--- src/rtl/parity_status_pkg.sv ---
// Purpose: Shared constants for the bridge parity status block
// Assumes: APB register bus, 32-bit data, word-aligned registers
// Notes:   Offsets and field positions are local choices
package parity_status_pkg;
    localparam logic [11:0] OFS_STATUS  = 12'h000;
    localparam logic [11:0] OFS_CONTROL = 12'h004;
    localparam logic [11:0] OFS_EVENT   = 12'h008;
    localparam int BIT_PRI_DET  = 0;
    localparam int BIT_PRI_DPD  = 1;
    localparam int BIT_SEC_DET  = 2;
    localparam int BIT_SEC_DPD  = 3;
    localparam int BIT_PRI_RESP = 0;
    localparam int BIT_SEC_RESP = 1;
    localparam logic [3:0] STATUS_RESET  = 4'h0;
    localparam logic [1:0] CONTROL_RESET = 2'h0;
    typedef enum logic {DIR_DOWN, DIR_UP} dir_t;
    typedef enum logic [1:0] {TX_READ, TX_POSTED, TX_DELAYED} tx_t;
endpackage

--- src/rtl/parity_if.sv ---
// Purpose: Carries one data-phase parity event into the status logic
// Assumes: Event fields are valid while evtValid is high
// Notes:   Pin fields are already synchronised and active high
`timescale 1ns/10ps
interface parity_if;
    logic                        evtValid;
    parity_status_pkg::dir_t     dir;
    logic                        onSecondary;
    logic                        badParity;
    logic                        perrSeen;
    modport src (output evtValid, dir, onSecondary, badParity, perrSeen);
    modport dst (input  evtValid, dir, onSecondary, badParity, perrSeen);
endinterface

--- src/rtl/parity_event_sync.sv ---
// Purpose: Synchronises the two parity-error pins and packs the event
// Assumes: Pins are active low, from outside the sys_clk domain
// Notes:   Adds two cycles of latency on the pin paths
`timescale 1ns/10ps
module parity_event_sync (
    // Clock and reset
    input  wire logic               sys_clk,
    input  wire logic               rst_b,
    // Raw inputs
    input  wire logic               upPerrPin_b,
    input  wire logic               downPerrPin_b,
    input  wire logic               evtIn,
    input  wire logic               dirUp,
    input  wire logic               onSec,
    input  wire logic               badPar,
    // Event out
    parity_if.src                   evt
);
    logic [1:0] upMeta_q;
    logic [1:0] downMeta_q;

    // First stage feeds only the second stage
    always_ff @(posedge sys_clk or negedge rst_b) begin
        if (!rst_b) begin
            upMeta_q   <= 2'h3;
            downMeta_q <= 2'h3;
        end else begin
            upMeta_q   <= {upMeta_q[0], upPerrPin_b};
            downMeta_q <= {downMeta_q[0], downPerrPin_b};
        end
    end

    assign evt.evtValid    = evtIn;
    assign evt.dir         = dirUp ? parity_status_pkg::DIR_UP
                                   : parity_status_pkg::DIR_DOWN;
    assign evt.onSecondary = onSec;
    assign evt.badParity   = badPar;
    assign evt.perrSeen    = onSec ? !downMeta_q[1] : !upMeta_q[1];
endmodule

--- src/rtl/bridge_parity_status_logic.sv ---
// Purpose: Parity status bits of both bridge interfaces, APB reachable
// Assumes: Bridge core reports one data-phase event at a time
// Notes:   Pin samples lag the core event by two cycles; the core must
//          hold evtIn until the pin result is meaningful
// Summary of operation
// Primary bad parity on up-read, down-writes sets primary detect
// Secondary or other primary errors leave primary detect
// Secondary bad parity on down-read, up-writes sets secondary detect
// Primary data-parity bit only when master on primary
// Primary data-parity bit needs primary response enable
// Primary trigger: upstream pin low or bad parity
// Primary data-parity bit only upstream, primary-bus errors
// Secondary data-parity bit only when master on secondary
// Secondary data-parity bit needs secondary response enable
// Secondary trigger: downstream pin low or bad parity
// Secondary data-parity bit only downstream, secondary errors
// Bits stay set until written one; reset clears
`timescale 1ns/10ps
module bridge_parity_status_logic (
    // Clock and reset
    input  wire logic               sys_clk,
    input  wire logic               rst_b,
    // APB slave
    input  wire logic               psel,
    input  wire logic               penable,
    input  wire logic               pwrite,
    input  wire logic [11:0]        paddr,
    input  wire logic [31:0]        pwdata,
    output logic      [31:0]        prdata,
    output logic                    pready,
    output logic                    pslverr,
    // Parity pins, active low
    input  wire logic               upPerrPin_b,
    input  wire logic               downPerrPin_b,
    // Bridge core event
    input  wire logic               evtIn,
    input  wire logic               dirUp,
    input  wire logic               onSec,
    input  wire logic               badPar,
    input  wire logic [1:0]         txType,
    // Status out
    output logic      [3:0]         statusBits,
    output logic                    priRespEn,
    output logic                    secRespEn
);
    parity_if evt ();
    logic [3:0] status_q;
    logic [3:0] status_d;
    logic [1:0] control_q;
    logic [31:0] prdata_q;
    logic        pslverr_q;
    logic [3:0]  setMask;
    logic [3:0]  clrMask;
    logic        isUp;
    logic        apbWr;
    logic        apbRd;
    logic        validTx;

    parity_event_sync u_sync (
        .sys_clk       (sys_clk),
        .rst_b         (rst_b),
        .upPerrPin_b   (upPerrPin_b),
        .downPerrPin_b (downPerrPin_b),
        .evtIn         (evtIn),
        .dirUp         (dirUp),
        .onSec         (onSec),
        .badPar        (badPar),
        .evt           (evt)
    );

    function automatic logic addrHit(input logic [11:0] a,
                                     input logic [11:0] ofs);
        addrHit = (a == ofs);
    endfunction

    assign isUp    = (evt.dir == parity_status_pkg::DIR_UP);
    assign validTx = (txType != 2'h3);
    assign apbWr   = psel && penable && pwrite;
    assign apbRd   = psel && !penable && !pwrite;

    // Master on primary only for upstream traffic; secondary for downstream
    always_comb begin
        setMask = 4'h0;
        if (evt.evtValid && validTx) begin
            // Primary target of down writes, master of up reads
            if (!evt.onSecondary && evt.badParity &&
                (isUp == (txType == parity_status_pkg::TX_READ))) begin
                setMask[parity_status_pkg::BIT_PRI_DET] = 1'b1;
            end
            if (evt.onSecondary && evt.badParity &&
                (isUp != (txType == parity_status_pkg::TX_READ))) begin
                setMask[parity_status_pkg::BIT_SEC_DET] = 1'b1;
            end
            if (!evt.onSecondary && isUp &&
                control_q[parity_status_pkg::BIT_PRI_RESP] &&
                (evt.perrSeen || evt.badParity)) begin
                setMask[parity_status_pkg::BIT_PRI_DPD] = 1'b1;
            end
            if (evt.onSecondary && !isUp &&
                control_q[parity_status_pkg::BIT_SEC_RESP] &&
                (evt.perrSeen || evt.badParity)) begin
                setMask[parity_status_pkg::BIT_SEC_DPD] = 1'b1;
            end
        end
    end

    assign clrMask = (apbWr && addrHit(paddr, parity_status_pkg::OFS_STATUS))
                     ? pwdata[3:0] : 4'h0;
    // Set wins over a same-cycle clear so no event is lost
    assign status_d = (status_q & ~clrMask) | setMask;

    always_ff @(posedge sys_clk or negedge rst_b) begin
        if (!rst_b) begin
            status_q <= parity_status_pkg::STATUS_RESET;
        end else begin
            status_q <= status_d;
        end
    end

    always_ff @(posedge sys_clk or negedge rst_b) begin
        if (!rst_b) begin
            control_q <= parity_status_pkg::CONTROL_RESET;
        end else if (apbWr && addrHit(paddr, parity_status_pkg::OFS_CONTROL)) begin
            control_q <= pwdata[1:0];
        end
    end

    // Read data captured in setup so the access phase answers at once
    always_ff @(posedge sys_clk or negedge rst_b) begin
        if (!rst_b) begin
            prdata_q  <= 32'h0;
            pslverr_q <= 1'b0;
        end else if (psel && !penable) begin
            pslverr_q <= !(addrHit(paddr, parity_status_pkg::OFS_STATUS) ||
                           addrHit(paddr, parity_status_pkg::OFS_CONTROL));
            if (apbRd && addrHit(paddr, parity_status_pkg::OFS_STATUS)) begin
                prdata_q <= {28'h0, status_q};
            end else if (apbRd &&
                         addrHit(paddr, parity_status_pkg::OFS_CONTROL)) begin
                prdata_q <= {30'h0, control_q};
            end else begin
                prdata_q <= 32'h0;
            end
        end
    end

    logic [3:0] statusOut_q;
    logic [1:0] controlOut_q;
    always_ff @(posedge sys_clk or negedge rst_b) begin
        if (!rst_b) begin
            statusOut_q  <= parity_status_pkg::STATUS_RESET;
            controlOut_q <= parity_status_pkg::CONTROL_RESET;
        end else begin
            statusOut_q  <= status_d;
            controlOut_q <= control_q;
        end
    end

    assign prdata     = prdata_q;
    assign pready     = 1'b1;
    assign pslverr    = pslverr_q;
    assign statusBits = statusOut_q;
    assign priRespEn  = controlOut_q[parity_status_pkg::BIT_PRI_RESP];
    assign secRespEn  = controlOut_q[parity_status_pkg::BIT_SEC_RESP];

    a_pri_det_set: assert property (@(posedge sys_clk) disable iff (!rst_b)
        setMask[0] |=> status_q[0]) else $error("pri detect not set");
    a_pri_det_hold: assert property (@(posedge sys_clk) disable iff (!rst_b)
        (evt.evtValid && evt.onSecondary && !clrMask[0]) |=>
        $stable(status_q[0]) || $rose(status_q[0]) == 1'b0)
        else $error("pri detect changed");
    a_sec_det_set: assert property (@(posedge sys_clk) disable iff (!rst_b)
        setMask[2] |=> status_q[2]) else $error("sec detect not set");
    a_pri_dpd_dir: assert property (@(posedge sys_clk) disable iff (!rst_b)
        setMask[1] |-> isUp && !evt.onSecondary)
        else $error("pri dpd wrong dir");
    a_pri_dpd_en: assert property (@(posedge sys_clk) disable iff (!rst_b)
        setMask[1] |-> control_q[0]) else $error("pri dpd no enable");
    a_pri_dpd_trig: assert property (@(posedge sys_clk) disable iff (!rst_b)
        setMask[1] |-> (evt.perrSeen || evt.badParity))
        else $error("pri dpd no trigger");
    a_pri_dpd_set: assert property (@(posedge sys_clk) disable iff (!rst_b)
        setMask[1] |=> status_q[1]) else $error("pri dpd lost");
    a_sec_dpd_dir: assert property (@(posedge sys_clk) disable iff (!rst_b)
        setMask[3] |-> !isUp && evt.onSecondary)
        else $error("sec dpd wrong dir");
    a_sec_dpd_en: assert property (@(posedge sys_clk) disable iff (!rst_b)
        setMask[3] |-> control_q[1]) else $error("sec dpd no enable");
    a_sec_dpd_set: assert property (@(posedge sys_clk) disable iff (!rst_b)
        setMask[3] |=> status_q[3]) else $error("sec dpd lost");
    a_status_sticky: assert property (@(posedge sys_clk) disable iff (!rst_b)
        (status_q != 4'h0 && clrMask == 4'h0) |=>
        ((status_q & $past(status_q)) == $past(status_q)))
        else $error("status bit dropped");

    c_pri_det: cover property (@(posedge sys_clk) disable iff (!rst_b)
        $rose(status_q[0]));
    c_sec_dpd: cover property (@(posedge sys_clk) disable iff (!rst_b)
        $rose(status_q[3]));
    c_clear: cover property (@(posedge sys_clk) disable iff (!rst_b)
        $fell(status_q[1]));
endmodule

--- config.mk ---
export PLATFORM = sky130hd
export DESIGN_NAME = bridge_parity_status_logic
export DESIGN_NICKNAME = d
export VERILOG_FILES = /design/src/rtl/parity_status_pkg.sv /design/src/rtl/parity_if.sv /design/src/rtl/parity_event_sync.sv /design/src/rtl/bridge_parity_status_logic.sv
export SDC_FILE = /design/constraint.sdc
export NUM_CORES = 1
export LEC_CHECK = 0
export BUFFER_PORTS_ARGS = -buffer_cell sky130_fd_sc_hd__buf_2
export CAP_MARGIN = 20
export CORE_MARGIN = 1
export CORE_UTILIZATION = 36
export CTS_CLUSTER_DIAMETER = 120
export DETAILED_ROUTE_END_ITERATION = 10
export PLACE_DENSITY = 0.87
export REMOVE_ABC_BUFFERS = 1
export SYNTH_ARGS = -nofsm -noshare
export SYNTH_HDL_FRONTEND = slang
export SYNTH_SLANG_ARGS = --single-unit
--- constraint.sdc ---
create_clock -name sys_clk -period 1 [get_ports sys_clk]
set_input_delay 0.05 -clock sys_clk [delete_from_list [all_inputs] [get_ports sys_clk]]
set_output_delay 0.05 -clock sys_clk [all_outputs]
set_load 0.01 [all_outputs]
==> impl_metrics.json <==
{
  "layout_setup_ws_ns": -0.1938,
  "hold_path_depth": 2,
  "critPathCaptureType": "register",
  "layout_commonest_cell": "buf_2",
  "stdcell_area_sq_um": 1439,
  "fmax_mhz": 837.6,
  "final_cells": 194,
  "clk_latency_ns": 0.29,
  "outcome": "complete, but fails checks",
  "worstSetupPathType": "in2reg",
  "setup_viol": 10,
  "grt_pass1_wl_um": 3677,
  "die_area_sq_um": 3100,
  "drt_wl_total_um": 2464,
  "start_util_pct": 37.94,
  "cts_tree": "yes",
  "syn_inst": 103,
  "whs_endpoint": "control_q[0]",
  "vdd_drop_max_uv": 827.1,
  "met2WireLength_um": 1317,
  "maxUsedRoutingLayer": "met4",
  "synth.avg_cell_area_sq_um": 10.07,
  "viasPerCell": 4.644,
  "placed_cell_area_sq_um": 1240,
  "violations": "negative setup slack",
  "synth.distinct_cells": 31,
  "cts_htree_levels": 1,
  "first_pass_iters": 4,
  "dpl.cell_count": 182,
  "crit_chain": "buf_6, or4_4, nor4_4, mux2_4",
  "synth.largest_area_cell": "dfrtp_1",
  "nets": 221,
  "drive_gt1_share_pct": 46.63,
  "coreArea_sq_um": 2734,
  "synth_compound_area_share_pct": 9.409,
  "io_pins": 97,
  "n_fill_cell": 247,
  "fin_crit_ns": 1.194,
  "clk_pin_slew_worst_paths_ns": 0.09,
  "synth_top_area_share_pct": 31.36,
  "fp-row-count": 19,
  "r2r-start": "control_q[1]",
  "ys.flop_type": "dfrtp_1",
  "share_comb_of_total_power_pct": 20.2,
  "synth-simple-area-share_pct": 19.54,
  "portBuffers": 39,
  "async_reset_ff_share_pct": 100.0,
  "p_clk_share_pct": 27.0,
  "place_congestion": 0.7651,
  "cp_slowest_cell": "or4_4",
  "rsz0062_at_grt": "yes",
  "wl_per_cell_um": 12.70,
  "ys_warn_count": 0,
  "antenna_found_initial": 0,
  "max_stage_delay_ns": 0.57,
  "switchingPower_mw": 0.3649,
  "grt_max_degree": 18,
  "layout_common_cells": "buf_2 (35), conb_1 (29), dfrtp_1 (13), buf_4 (13), buf_6 (8)",
  "dr_wl_met3_um": 158,
  "cp_max_fo": 3,
  "synthMuxAreaShare_pct": 5.066,
  "dr_total_vias": 901,
  "die_w_um": 55.68,
  "wl_met1_um": 912,
  "drtIter0Drc": 19,
  "synth_top_family_by_area": "buffers and inverters",
  "cts.path.max_buffers": 2,
  "ant_nets": 0,
  "grt_pass1_vias": 876,
  "reg2reg_setup_slack_ns": -0.06,
  "syn_area_sq_um": 1037,
  "diodes": 0,
  "r2r-end": "statusBits[3]",
  "ys_seq_area_share_pct": 41.50,
  "cts_root_buf": "clkbuf_4",
  "switching_share_pct": 27.10,
  "drc": 0,
  "p_leak_nw": 0.7508,
  "dp_hpwl_um": 1612,
  "hold_class": "in2reg",
  "grtUsageTotal_pct": 15.05,
  "p_int_mw": 0.9816,
  "drv_cap": 0,
  "cts.sinks": 17,
  "synth_xor_area_share_pct": 0.8444,
  "period_share_pct": 119.4,
  "ys_top_cells_by_area": "dfrtp_1 (31%), buf_4 (21%), dfstp_2 (10%)",
  "synth-adder-area-share_pct": 0,
  "hp-start": "pwdata[0]",
  "syn_to_final_growth_pct": 38.72,
  "startpoint_type": "primary input",
  "slew_violations": 0,
  "seqPwrFrac_pct": 52.8,
  "ff2ff_path_depth": 3,
  "final-hold-violation-count": 0,
  "cts_buffers": 3,
  "ys_seq_elements": 17,
  "die-height_um": 55.68,
  "overflow": 0,
  "power.density_nw_per_um2": 935.8,
  "synth-edff-count": 0,
  "arrival_ns": 1.37,
  "skew_ns": 0.005131,
  "cp_data_required_time_ns": 1.18
}
## layout make-up
class / instances / area [sq um] / share of cell area (%)
sequential: 17 / 430.4 / 29.91
inverter: 4 / 15.01 / 1.043
clock buffer: 4 / 26.28 / 1.826
multi-input combinational: 79 / 535.5 / 37.22
tap: 31 / 38.79 / 2.696
timing repair buffer: 59 / 392.9 / 27.30
## cell families (layout without fill, tap and decap cells)
group                  after synthesis  after routing
multiplexers                         5              5
XOR/XNOR                             1              1
buffers and inverters               34             67
AO/OA/AOI/OAI                       13             13
flip-flops                          17             17
AND/OR/NAND/NOR                     31             31
other                                2             29
## layer usage
| layer | track usage, % | vias up |
|---|---|---|
| met5 | 0 | - |
| met1 | 16.79 | 419 |
| li1 | - | 427 |
| met4 | 5.714 | 0 |
| met2 | 26.68 | 47 |
| met3 | 4.651 | 8 |
## what timing repair did
| action | CTS | global route |
|---|---|---|
| endpoints found under the hold margin | 19 | 0 |
| setup buffers | 3 | 3 |
| pin swaps | 9 | 7 |
| resized for setup | 14 | 9 |
| endpoints found under the setup margin | 11 | 11 |
| hold buffers | 3 | 0 |
## flip-flops by register name, indices dropped and copies added (netlist names)
register	count
controlOut_q	2
control_q	2
prdata	4
pslverr	1
statusBits	4
u_sync.downMeta_q	2
u_sync.upMeta_q	2
## synth_stat cells, types with 2 or more instances
| cell | n |
|---|---|
| nand4b_1 | 2 |
| mux2_2 | 2 |
| nand2_1 | 7 |
| mux2i_1 | 3 |
| nor3_1 | 3 |
| dfstp_2 | 4 |
| or4b_2 | 2 |
| conb_1 | 2 |
| nand2b_1 | 6 |
| o221ai_1 | 2 |
| o21ai_0 | 4 |
| nand3_1 | 2 |
| buf_4 | 29 |
| o41ai_1 | 2 |
| inv_1 | 4 |
| dfrtp_1 | 13 |
| nor4_1 | 2 |
## worst max path at each step
stage | slack, ns | from | to | depth (start not counted)
5_1_grt | -0.22 | paddr[5] | prdata[2] | 5
3_3_place_gp | -0.58 | paddr[5] | control_q[0] | 4
3_5_place_dp | -0.60 | paddr[5] | statusBits[2] | 5
6_report | -0.19 | paddr[5] | control_q[0] | 4
4_1_cts | -0.19 | paddr[0] | control_q[1] | 4
2_1_floorplan | -0.48 | paddr[5] | control_q[0] | 3
## stage by stage
stage | hold WS, ns | util (%) | power [mW] | setup WS (ns) | setup TNS [ns]
after floorplan | -0.2456 | - | 0.8216 | -0.4822 | -3.010
after global placement | -0.02246 | 45.35 | 0.9400 | -0.5804 | -5.413
after detailed placement | -0.008997 | 45.35 | 0.9449 | -0.6004 | -5.718
after CTS | 0.01554 | 50.07 | 1.335 | -0.1879 | -1.200
after global routing | 0.01060 | 52.63 | 1.420 | -0.2171 | -1.716
final | 0.02627 | 52.63 | 1.346 | -0.1938 | -1.522
## worst max-delay path, delay by kind of cell
kind	cells	cell delay, ns
mux	1	0.33
buf+inv	1	0.09
simple gates	2	0.91
## power groups by stage
| stage | Sequential [mW] | Clock, mW | Combinational [mW] |
|---|---|---|---|
| floorplan | 0.726 | 0 | 0.0954 |
| global placement | 0.724 | 0 | 0.216 |
| global route | 0.713 | 0.411 | 0.296 |
| finish | 0.711 | 0.363 | 0.272 |
| detailed placement | 0.725 | 0 | 0.220 |
| CTS | 0.712 | 0.376 | 0.247 |
Power figures use the tool's default switching activity.
